==> src/design/asl_pkg.sv <==
package asl_pkg;

  // ----------------------------------------
  // register map, byte addresses on the bus
  // ----------------------------------------
  localparam logic [7:0] OFS_CTRL = 8'h00;
  localparam logic [7:0] OFS_PSW = 8'h04;
  localparam logic [7:0] OFS_OPND = 8'h08;
  localparam logic [7:0] OFS_ADDR = 8'h0C;
  localparam logic [7:0] OFS_MEM = 8'h10;
  localparam logic [7:0] OFS_STAT = 8'h14;
  localparam logic [7:0] OFS_TIME = 8'h18;
  localparam logic [2:0] OFS_GPR_PAGE = 3'h1;

  // ----------------------------------------
  // field positions
  // ----------------------------------------
  localparam int CTRL_START = 0;
  localparam int CTRL_OP_LSB = 1;
  localparam int CTRL_FORM_LSB = 4;
  localparam int CTRL_RSEL_LSB = 8;
  localparam int CTRL_EXT = 11;
  localparam int CTRL_BUSY = 16;
  localparam int CTRL_ERR = 17;
  localparam int PSW_CY = 0;
  localparam int PSW_AC = 4;
  localparam int PSW_Z = 6;
  localparam int STAT_MEMWR = 24;

  // ----------------------------------------
  // register file slots and address base
  // ----------------------------------------
  localparam logic [2:0] GPR_A = 3'h1;
  localparam logic [2:0] GPR_C = 3'h2;
  localparam logic [2:0] GPR_B = 3'h3;
  localparam logic [2:0] GPR_L = 3'h6;
  localparam logic [2:0] GPR_H = 3'h7;
  localparam logic [15:0] SHORT_BASE = 16'hFE00;

  // ----------------------------------------
  // lengths in bytes and clock counts
  // ----------------------------------------
  localparam logic [1:0] LEN_PTR = 2'h1;
  localparam logic [1:0] LEN_SHORT = 2'h2;
  localparam logic [1:0] LEN_LONG = 2'h3;
  localparam logic [4:0] CLK_SHORT = 5'h04;
  localparam logic [4:0] CLK_SIMM_INT = 5'h06;
  localparam logic [4:0] CLK_SIMM_EXT = 5'h08;
  localparam logic [4:0] CLK_SAD_EXT = 5'h05;
  localparam logic [4:0] CLK_LONG = 5'h08;
  localparam logic [4:0] CLK_LONG_EXT = 5'h09;
  localparam logic [4:0] CLK_PTR_EXT = 5'h05;
  localparam logic [4:0] CNT_TAIL = 5'h02;

  // ----------------------------------------
  // reset values
  // ----------------------------------------
  localparam logic [7:0] RST_BYTE = 8'h00;
  localparam logic [31:0] RST_WORD = 32'h0000_0000;

  // ----------------------------------------
  // types
  // ----------------------------------------
  typedef enum logic [2:0] {
    ASL_SUBTRACT_OP = 3'h0,
    ASL_SUBTRACT_BORROW_OP = 3'h1,
    ASL_AND_OP = 3'h2,
    ASL_OR_OP = 3'h3,
    ASL_XOR_OP = 3'h4,
    ASL_COMPARE_OP = 3'h5
  } asl_op_e;

  typedef enum logic [3:0] {
    F_IMM = 4'h0,
    F_SHORT_IMM = 4'h1,
    F_A_REG = 4'h2,
    F_REG_A = 4'h3,
    F_A_SHORT = 4'h4,
    F_A_ABS = 4'h5,
    F_A_PTR = 4'h6,
    F_A_PTR_DISP = 4'h7,
    F_A_PTR_B = 4'h8,
    F_A_PTR_C = 4'h9
  } asl_form_e;

  typedef enum logic [1:0] {
    S_IDLE = 2'h0,
    S_EXEC = 2'h1,
    S_COMMIT = 2'h3
  } asl_fsm_e;

  typedef struct packed {
    logic [1:0] len;
    logic [4:0] clocks;
  } asl_time_s;

  typedef struct packed {
    asl_fsm_e fsm;
    logic busy;
    logic [4:0] cnt;
    asl_op_e op;
    asl_form_e form;
    logic [2:0] rsel;
    logic ext;
    logic err;
    logic [7:0] imm;
    logic [7:0] disp;
    logic [15:0] abs_loc;
    logic [7:0] short_loc;
    logic [7:0] mem_data;
    logic [3:0] waits;
    logic zero_flag;
    logic aux_carry_flag;
    logic carry_flag;
    logic [7:0][7:0] gpr;
    logic [15:0] ea;
    logic [7:0] mem_result;
    logic mem_wr;
    asl_time_s tm;
    logic waitreq;
    logic [31:0] rdata;
  } asl_state_s;

endpackage

==> src/design/asl_alu_sub_logic.sv <==
// Our own choices: the Avalon-MM slave port and the register addresses.
`timescale 1ns/1ps
`default_nettype none

module asl_alu_sub_logic (
  // clock and reset
  input wire logic SYS_CLK_IN,
  input wire logic RST_N_IN,
  // avalon-mm slave
  input wire logic [7:0] AVS_ADDRESS_IN,
  input wire logic AVS_READ_IN,
  input wire logic AVS_WRITE_IN,
  input wire logic [31:0] AVS_WRITEDATA_IN,
  input wire logic [3:0] AVS_BYTEENABLE_IN,
  output logic [31:0] AVS_READDATA_OUT,
  output logic AVS_WAITREQUEST_OUT,
  // status
  output logic BUSY_OUT
);

  // ----------------------------------------
  // state
  // ----------------------------------------
  asl_pkg::asl_state_s st;
  asl_pkg::asl_state_s nx;

  logic [31:0] rd_word;
  logic [31:0] wv;
  logic wr_take;
  logic start_req;
  logic err_clr;
  logic start_ok;
  asl_pkg::asl_op_e n_op;
  asl_pkg::asl_form_e n_form;
  logic [2:0] n_rsel;
  logic n_ext;
  logic [7:0] a_val;
  logic [7:0] b_val;
  logic cin;
  logic [8:0] diff;
  logic [4:0] hdiff;
  logic [7:0] res;
  logic arith;
  logic [15:0] ptr;

  // ----------------------------------------
  // helpers
  // ----------------------------------------
  function automatic logic [31:0] merge(input logic [31:0] old, input logic [31:0] wd,
                                        input logic [3:0] be);
    logic [31:0] m;
    m = {{8{be[3]}}, {8{be[2]}}, {8{be[1]}}, {8{be[0]}}};
    return (old & ~m) | (wd & m);
  endfunction

  // counts are the internal-ROM program figures; no extra fetch cost is modelled
  function automatic asl_pkg::asl_time_s timing(input asl_pkg::asl_form_e f,
                                                 input logic ext, input logic [3:0] n);
    asl_pkg::asl_time_s t;
    t.len = asl_pkg::LEN_SHORT;
    t.clocks = asl_pkg::CLK_SHORT;
    case (f)
      asl_pkg::F_IMM, asl_pkg::F_A_REG, asl_pkg::F_REG_A: begin
        // no data access: always the first count
        t.len = asl_pkg::LEN_SHORT;
        t.clocks = asl_pkg::CLK_SHORT;
      end
      asl_pkg::F_SHORT_IMM: begin
        // result write stays inside the chip here, so no write wait term
        t.len = asl_pkg::LEN_LONG;
        t.clocks = ext ? asl_pkg::CLK_SIMM_EXT : asl_pkg::CLK_SIMM_INT;
      end
      asl_pkg::F_A_SHORT: begin
        t.len = asl_pkg::LEN_SHORT;
        t.clocks = ext ? asl_pkg::CLK_SAD_EXT : asl_pkg::CLK_SHORT;
      end
      asl_pkg::F_A_ABS: begin
        t.len = asl_pkg::LEN_LONG;
        t.clocks = ext ? asl_pkg::CLK_LONG_EXT + {1'b0, n} : asl_pkg::CLK_LONG;
      end
      asl_pkg::F_A_PTR: begin
        t.len = asl_pkg::LEN_PTR;
        t.clocks = ext ? asl_pkg::CLK_PTR_EXT + {1'b0, n} : asl_pkg::CLK_SHORT;
      end
      asl_pkg::F_A_PTR_DISP, asl_pkg::F_A_PTR_B, asl_pkg::F_A_PTR_C: begin
        // indexed forms pay the long count although they are only two bytes
        t.len = asl_pkg::LEN_SHORT;
        t.clocks = ext ? asl_pkg::CLK_LONG_EXT + {1'b0, n} : asl_pkg::CLK_LONG;
      end
      default: begin
        // refused forms never start, so these figures are never shown
        t.len = asl_pkg::LEN_SHORT;
        t.clocks = asl_pkg::CLK_SHORT;
      end
    endcase
    return t;
  endfunction

  // ----------------------------------------
  // register readback
  // ----------------------------------------
  always_comb begin
    rd_word = asl_pkg::RST_WORD;
    if (AVS_ADDRESS_IN[7:5] == asl_pkg::OFS_GPR_PAGE && AVS_ADDRESS_IN[1:0] == 2'h0) begin
      rd_word[7:0] = st.gpr[AVS_ADDRESS_IN[4:2]];
    end else begin
      case (AVS_ADDRESS_IN)
        asl_pkg::OFS_CTRL: begin
          rd_word[asl_pkg::CTRL_OP_LSB +: 3] = st.op;
          rd_word[asl_pkg::CTRL_FORM_LSB +: 4] = st.form;
          rd_word[asl_pkg::CTRL_RSEL_LSB +: 3] = st.rsel;
          rd_word[asl_pkg::CTRL_EXT] = st.ext;
          rd_word[asl_pkg::CTRL_BUSY] = st.busy;
          rd_word[asl_pkg::CTRL_ERR] = st.err;
        end
        asl_pkg::OFS_PSW: begin
          rd_word[asl_pkg::PSW_Z] = st.zero_flag;
          rd_word[asl_pkg::PSW_AC] = st.aux_carry_flag;
          rd_word[asl_pkg::PSW_CY] = st.carry_flag;
        end
        asl_pkg::OFS_OPND: begin
          rd_word[15:0] = {st.disp, st.imm};
        end
        asl_pkg::OFS_ADDR: begin
          rd_word[23:0] = {st.short_loc, st.abs_loc};
        end
        asl_pkg::OFS_MEM: begin
          rd_word[11:0] = {st.waits, st.mem_data};
        end
        asl_pkg::OFS_STAT: begin
          rd_word[23:0] = {st.mem_result, st.ea};
          rd_word[asl_pkg::STAT_MEMWR] = st.mem_wr;
        end
        asl_pkg::OFS_TIME: begin
          // clock count in bits 12:8, length in bits 1:0
          rd_word[12:0] = {st.tm.clocks, 6'h00, st.tm.len};
        end
        default: begin
          rd_word = asl_pkg::RST_WORD;
        end
      endcase
    end
  end

  // ----------------------------------------
  // datapath
  // ----------------------------------------
  always_comb begin
    ptr = {st.gpr[asl_pkg::GPR_H], st.gpr[asl_pkg::GPR_L]};
    a_val = st.gpr[asl_pkg::GPR_A];
    b_val = st.mem_data;
    case (st.form)
      asl_pkg::F_IMM: begin
        b_val = st.imm;
      end
      asl_pkg::F_SHORT_IMM: begin
        a_val = st.mem_data;
        b_val = st.imm;
      end
      asl_pkg::F_A_REG: begin
        b_val = st.gpr[st.rsel];
      end
      asl_pkg::F_REG_A: begin
        a_val = st.gpr[st.rsel];
        b_val = st.gpr[asl_pkg::GPR_A];
      end
      default: begin
        // memory forms: software hands the operand byte in beforehand
        b_val = st.mem_data;
      end
    endcase
    cin = (st.op == asl_pkg::ASL_SUBTRACT_BORROW_OP) ? st.carry_flag : 1'b0;
    // nine bits wide so bit 8 is the borrow out of bit 7
    diff = {1'b0, a_val} - {1'b0, b_val} - {8'h00, cin};
    // the low nibble alone gives the borrow out of bit 3
    hdiff = {1'b0, a_val[3:0]} - {1'b0, b_val[3:0]} - {4'h0, cin};
    arith = 1'b0;
    case (st.op)
      asl_pkg::ASL_AND_OP: begin
        res = a_val & b_val;
      end
      asl_pkg::ASL_OR_OP: begin
        res = a_val | b_val;
      end
      asl_pkg::ASL_XOR_OP: begin
        res = a_val ^ b_val;
      end
      default: begin
        res = diff[7:0];
        arith = 1'b1;
      end
    endcase
  end

  // ----------------------------------------
  // next state
  // ----------------------------------------
  always_comb begin
    nx = st;
    wv = merge(rd_word, AVS_WRITEDATA_IN, AVS_BYTEENABLE_IN);
    // answer one cycle after the request appears, then drop for one cycle
    if ((AVS_READ_IN || AVS_WRITE_IN) && st.waitreq) begin
      nx.waitreq = 1'b0;
      nx.rdata = rd_word;
    end else begin
      nx.waitreq = 1'b1;
    end
    wr_take = AVS_WRITE_IN && !st.waitreq;
    start_req = wr_take && AVS_ADDRESS_IN == asl_pkg::OFS_CTRL &&
                AVS_BYTEENABLE_IN[0] && AVS_WRITEDATA_IN[asl_pkg::CTRL_START];
    err_clr = wr_take && AVS_ADDRESS_IN == asl_pkg::OFS_CTRL &&
              AVS_BYTEENABLE_IN[2] && AVS_WRITEDATA_IN[asl_pkg::CTRL_ERR];
    n_op = asl_pkg::asl_op_e'(wv[asl_pkg::CTRL_OP_LSB +: 3]);
    n_form = asl_pkg::asl_form_e'(wv[asl_pkg::CTRL_FORM_LSB +: 4]);
    n_rsel = wv[asl_pkg::CTRL_RSEL_LSB +: 3];
    n_ext = wv[asl_pkg::CTRL_EXT];
    // refused: spare op codes, spare forms, and the accumulator paired with itself in the A,reg form
    start_ok = n_op <= asl_pkg::ASL_COMPARE_OP && n_form <= asl_pkg::F_A_PTR_C &&
               !(n_form == asl_pkg::F_A_REG && n_rsel == asl_pkg::GPR_A);
    if (err_clr) begin
      nx.err = 1'b0;
    end
    // register writes only land while idle; during a run they are dropped, except the error clear
    if (wr_take && st.fsm == asl_pkg::S_IDLE) begin
      if (AVS_ADDRESS_IN[7:5] == asl_pkg::OFS_GPR_PAGE && AVS_ADDRESS_IN[1:0] == 2'h0) begin
        nx.gpr[AVS_ADDRESS_IN[4:2]] = wv[7:0];
      end
      case (AVS_ADDRESS_IN)
        asl_pkg::OFS_CTRL: begin
          nx.op = n_op;
          nx.form = n_form;
          nx.rsel = n_rsel;
          nx.ext = n_ext;
        end
        asl_pkg::OFS_PSW: begin
          nx.zero_flag = wv[asl_pkg::PSW_Z];
          nx.aux_carry_flag = wv[asl_pkg::PSW_AC];
          nx.carry_flag = wv[asl_pkg::PSW_CY];
        end
        asl_pkg::OFS_OPND: begin
          {nx.disp, nx.imm} = wv[15:0];
        end
        asl_pkg::OFS_ADDR: begin
          {nx.short_loc, nx.abs_loc} = wv[23:0];
        end
        asl_pkg::OFS_MEM: begin
          {nx.waits, nx.mem_data} = wv[11:0];
        end
        default: nx.op = st.op;
      endcase
    end
    case (st.fsm)
      asl_pkg::S_IDLE: begin
        if (start_req && !start_ok) begin
          // set beats a clear carried in the same write
          nx.err = 1'b1;
        end else if (start_req) begin
          nx.fsm = asl_pkg::S_EXEC;
          nx.busy = 1'b1;
          // the previous run's memory result is withdrawn at the new start
          nx.mem_wr = 1'b0;
          nx.tm = timing(n_form, n_ext, st.waits);
          // busy spans exactly tm.clocks cycles, one per cpu clock
          nx.cnt = nx.tm.clocks - asl_pkg::CNT_TAIL;
          case (n_form)
            asl_pkg::F_A_ABS: begin
              nx.ea = st.abs_loc;
            end
            asl_pkg::F_SHORT_IMM, asl_pkg::F_A_SHORT: begin
              nx.ea = asl_pkg::SHORT_BASE | {8'h00, st.short_loc};
            end
            asl_pkg::F_A_PTR: begin
              nx.ea = ptr;
            end
            asl_pkg::F_A_PTR_DISP: begin
              nx.ea = ptr + {8'h00, st.disp};
            end
            asl_pkg::F_A_PTR_B: begin
              nx.ea = ptr + {8'h00, st.gpr[asl_pkg::GPR_B]};
            end
            asl_pkg::F_A_PTR_C: begin
              nx.ea = ptr + {8'h00, st.gpr[asl_pkg::GPR_C]};
            end
            default: begin
              nx.ea = st.ea;
            end
          endcase
        end
      end
      asl_pkg::S_EXEC: begin
        // loaded two short: the cycle at zero count and the commit cycle make up the rest
        if (st.cnt == 5'h00) begin
          nx.fsm = asl_pkg::S_COMMIT;
        end else begin
          nx.cnt = st.cnt - 5'h01;
        end
      end
      asl_pkg::S_COMMIT: begin
        nx.fsm = asl_pkg::S_IDLE;
        nx.busy = 1'b0;
        nx.zero_flag = (res == 8'h00);
        if (arith) begin
          // logic ops leave both carries alone
          nx.carry_flag = diff[8];
          nx.aux_carry_flag = hdiff[4];
        end
        // compare leaves only its flags behind
        if (st.op != asl_pkg::ASL_COMPARE_OP) begin
          case (st.form)
            asl_pkg::F_SHORT_IMM: begin
              nx.mem_result = res;
              nx.mem_wr = 1'b1;
            end
            asl_pkg::F_REG_A: begin
              nx.gpr[st.rsel] = res;
            end
            default: begin
              nx.gpr[asl_pkg::GPR_A] = res;
            end
          endcase
        end
      end
      default: begin
        nx.fsm = asl_pkg::S_IDLE;
        nx.busy = 1'b0;
      end
    endcase
  end

  // ----------------------------------------
  // registers
  // ----------------------------------------
  always_ff @(posedge SYS_CLK_IN or negedge RST_N_IN) begin
    if (!RST_N_IN) begin
      st <= '0;
      st.fsm <= asl_pkg::S_IDLE;
      st.op <= asl_pkg::ASL_SUBTRACT_OP;
      st.form <= asl_pkg::F_IMM;
      st.gpr <= {8{asl_pkg::RST_BYTE}};
      st.waitreq <= 1'b1;
      st.rdata <= asl_pkg::RST_WORD;
    end else begin
      st <= nx;
    end
  end

  // ----------------------------------------
  // outputs
  // ----------------------------------------
  assign AVS_READDATA_OUT = st.rdata;
  assign AVS_WAITREQUEST_OUT = st.waitreq;
  assign BUSY_OUT = st.busy;

endmodule

`default_nettype wire

==> config.mk <==
export PLATFORM = sky130hd
export DESIGN_NAME = asl_alu_sub_logic
export DESIGN_NICKNAME = d
export VERILOG_FILES = /design/src/design/asl_pkg.sv /design/src/design/asl_alu_sub_logic.sv
export SDC_FILE = /design/constraint.sdc
export NUM_CORES = 1
export LEC_CHECK = 0
export ABC_AREA = 1
export BUFFER_PORTS_ARGS = -buffer_cell sky130_fd_sc_hd__buf_2
export CORE_MARGIN = 5
export CORE_UTILIZATION = 42
export DETAILED_ROUTE_END_ITERATION = 10
export GPL_ROUTABILITY_DRIVEN = 0
export PLACE_DENSITY_LB_ADDON = 0.12
export REMOVE_ABC_BUFFERS = 1
export SLEW_MARGIN = 10
export SYNTH_ARGS = -nofsm -noshare
export SYNTH_HDL_FRONTEND = slang
export SYNTH_SLANG_ARGS = --single-unit
==> constraint.sdc <==
create_clock -name SYS_CLK_IN -period 4.5 [get_ports SYS_CLK_IN]
set_clock_uncertainty 0.2 [all_clocks]
set_input_delay 0.9 -clock SYS_CLK_IN [delete_from_list [all_inputs] [get_ports SYS_CLK_IN]]
set_output_delay 0.9 -clock SYS_CLK_IN [all_outputs]
set_load 0.1 [all_outputs]
==> summary.txt <==
Layout
  – Final Cell Area: 15800 sq um
  – Final net count: around 2.1k
  – Synth-to-Final Area Change: 20.3%
  – # fillers: ~3.2k
  – Post-layout util: 0.513
  – Ratio of cells with drive above 1 in the final layout: 0.199

Synth
  – Asr flop ratio synth: 1.00
  – Post-synth EDFFs: 0
  – Synth Flop Type: dfrtp_1
  – Cell with the most instances after synthesis: nand2_1
  – Post-synthesis cell count: between 1.5k and 2k
  – Post-synth top area share: 0.374
  – Yosys Warn Count: 0
  – Sequential fraction of the synthesis area: 0.376
  – Ranking of synthesized cells by area: dfrtp_1, nand2_1, o21ai_0, inv_1, nor2_1
  – Post-synth top area cell: dfrtp_1
  – Cell variety after synth: 56
  – Netlist Area Pre-Place: roughly 13000 sq um
  – Mean post-synth cell area: 7.16 sq um
  – FF+latch count, synth: 197
  – Most frequent cells after synthesis: nand2_1, inv_1, o21ai_0

Pwr
  – Lkg Pwr: ~0.0078 uW
  – Worst VDD drop: approximately 0.26 mV
  – PwrDens: ~370 nW/um^2

Timing
  – Hold Fails Final Rpt: 0
  – Relative slew slack: 0.412
  – Slew Viols, Final: 0
  – Final worst slack: 118 ps
  – Minimum clock period after layout: 4380 ps
  – Setup violators final: 0
  – Slew @ Worst Pin: 876 ps
  – Final worst-path cycle share: 0.974
  – Hold Worst Slack: 195 ps
  – Setup TNS: 0 ps
  – Fmax: 0.228 GHz

CTS
  – TritonCTS sink count: 197
  – Clock slew at reported path FFs: 80 ps
  – Cts bufs inserted: 17
  – CTS tree: yes
  – Clk buf depth: 2
  – Cts-stage hold buffer count: 0
  – CTS root buf: clkbuf_16
  – H-Tree Depth: 4
  – Worst skew pair latency: 470 ps

Place
  – Port bufs: between 60 and 70
  – Post-placement cell area: 14700 sq um
  – Hpwl dp: 40.5 mm
  – Setup WS pre-CTS: -595 ps

Drt
  – Initial DRC count: 1790
  – Pre-Repair DR Iteration Count: 6
  – WL/cell: ~22 um
  – Vias per cell: approximately 5.7
  – Via count: about 14k
  – Drc violations: 0
  – Antenna Violating Nets Remaining: 0
  – Final WL: 52.6 mm

Worst setup path
  – FF-to-FF Start: st[187]$_DFFE_PN0P_
  – Setup CP Type: in -> reg
  – Reg-to-reg slack, setup: around 250 ps
  – CP Capture Type: flop
  – CP required: 4640 ps
  – CP max FO: 9
  – R2r endpoint: ptr[13]$_DFF_PN0_
  – Worst EP arrival: roughly 4500 ps
  – Startpoint Class: input port
  – Worst reg-to-reg path cell count: 20

Floorplanning
  – Initial core utilization: 0.427
  – Total core area: slightly above 30000 sq um
  – Die Height: 187 um
  – I/O pin count: 82
  – Die area: 34900 sq um
  – Chip Width: 187 um
  – Row cnt: 64

Hold path
  – Hold Crit Class: in -> async

GRT
  – Vias in the first global route: 12.8k
  – Global-route wire length before repair: roughly 79 mm
  – GR Util All Layers: 0.295
  – Largest net degree at the start of global routing: 86
  – GR Overflow Total: 0
  – Initial antenna violation count: 1

Outcome
  – Status: finished clean

Job
  – Max cap viols: 0
-- logic make-up (layout without fill, tap and decap cells) --
| kind of cell | Yosys count | in the layout | synth area share |
|---|---|---|---|
| and+or+nand+nor | 709 | 709 | 0.230 |
| AOI/OAI and AO/OA | 519 | 519 | 0.227 |
| buffers and inverters | 347 | 528 | 0.112 |
| DFF | 197 | 197 | 0.376 |
| adders and majority gates | 45 | 45 | 0.0446 |
| xor gates and xnor gates | 11 | 11 | 0.00735 |
| muxes | 2 | 2 | 0.00153 |
| other | 1 | 8 | 0.000286 |
-- state kept, by name, indices dropped and copies added, names as in the netlist --
register / cells
AVS_READDATA_OUT: 25
AVS_WAITREQUEST_OUT: 1
BUSY_OUT: 1
ptr: 16
st: 154
-- cell type report --
| cell class | count | area [sq um] | share of cell area |
|---|---|---|---|
| multi-input combinational | 1293 | 7040 | 0.446 |
| sequential | 197 | 4930 | 0.313 |
| timing repair buffer | 233 | 1690 | 0.107 |
| inverter | 263 | 1000 | 0.0634 |
| tap | 396 | 495 | 0.0314 |
| clock buffer | 18 | 429 | 0.0272 |
| clock inverter | 14 | 186 | 0.0118 |
| antenna | 1 | 2.50 | 0.000159 |
-- placed cells by master, fill, tap and decap left out, types with 9 or more instances in the layout --
cell type,netlist,layout
nor3_1,13,13
clkbuf_16,0,17
ha_1,42,40
nor2_1,159,149
o2111ai_1,13,10
a31oi_1,13,13
inv_1,240,232
nand3_1,79,68
nor2_2,9,13
nand2_1,394,381
buf_4,36,158
o21ai_0,230,225
nand2_2,13,21
xor2_1,9,9
o22ai_1,60,58
inv_2,18,22
o211ai_1,11,11
nor2_4,7,13
or2_2,14,14
buf_2,11,61
a221oi_1,18,15
dfrtp_1,196,194
a21oi_1,109,106
nand3_2,1,11
o221ai_1,16,14
o21ai_1,21,25
-- stage by stage --
step                      std cells  power (uW)
after floorplan                1753        3080
after global placement         2364        4030
after detailed placement       2364        4070
after CTS                      2399        5700
after global routing           2414        6060
final                          2415        5800
-- power by group --
part,internal (uW),switching [uW],total (uW)
logic,662,1490,2150
registers,1890,132,2020
clock network,849,783,1630
-- worst max-delay path: stages --
cell and delay (ps):
buf_6 120, nand2_2 110, buf_6 150, nor2_1 50, nor2_1 220, nand3_2 160
nand3_2 100, nand3_1 90, nand2_2 130, buf_4 140, nand3_4 110, buf_4 190
nand2_1 100, o221ai_1 130, ha_1 360, buf_4 150, nand3_1 80, nand2_1 70
nand4_1 70, o211ai_1 140, or2_2 320, a32oi_2 250, buf_4 170, o21ai_0 70
nand2_1 70, o21ai_0 80
-- what timing repair did --
action / CTS / global route
pin swaps: 7 / 27
resized for setup: 14 / 84
buffers inserted: 3 / 15
endpoints found under the setup margin: 6 / 46
-- metal layers --
metal,global-route usage,vias to the layer above,share of wire
met5,0,-,0
met4,0.134,0,0.055
met3,0.0618,161,0.092
met2,0.436,757,0.42
met1,0.415,6511,0.43
li1,-,6445,-
-- how the worst max path moves through the flow --
stage,from,to,slack (ps)
finish,AVS_ADDRESS_IN[3],st[57]$_DFFE_PN0P_,120
global route,AVS_ADDRESS_IN[3],st[63]$_DFFE_PN0P_,-40
CTS,AVS_ADDRESS_IN[2],st[59]$_DFFE_PN0P_,10
detailed placement,AVS_ADDRESS_IN[6],st[61]$_DFFE_PN0P_,-600
global placement,AVS_ADDRESS_IN[2],st[64]$_DFFE_PN0P_,-480
floorplan,AVS_ADDRESS_IN[6],st[63]$_DFFE_PN0P_,-160
Note: power is estimated with default switching activity, not from simulation.
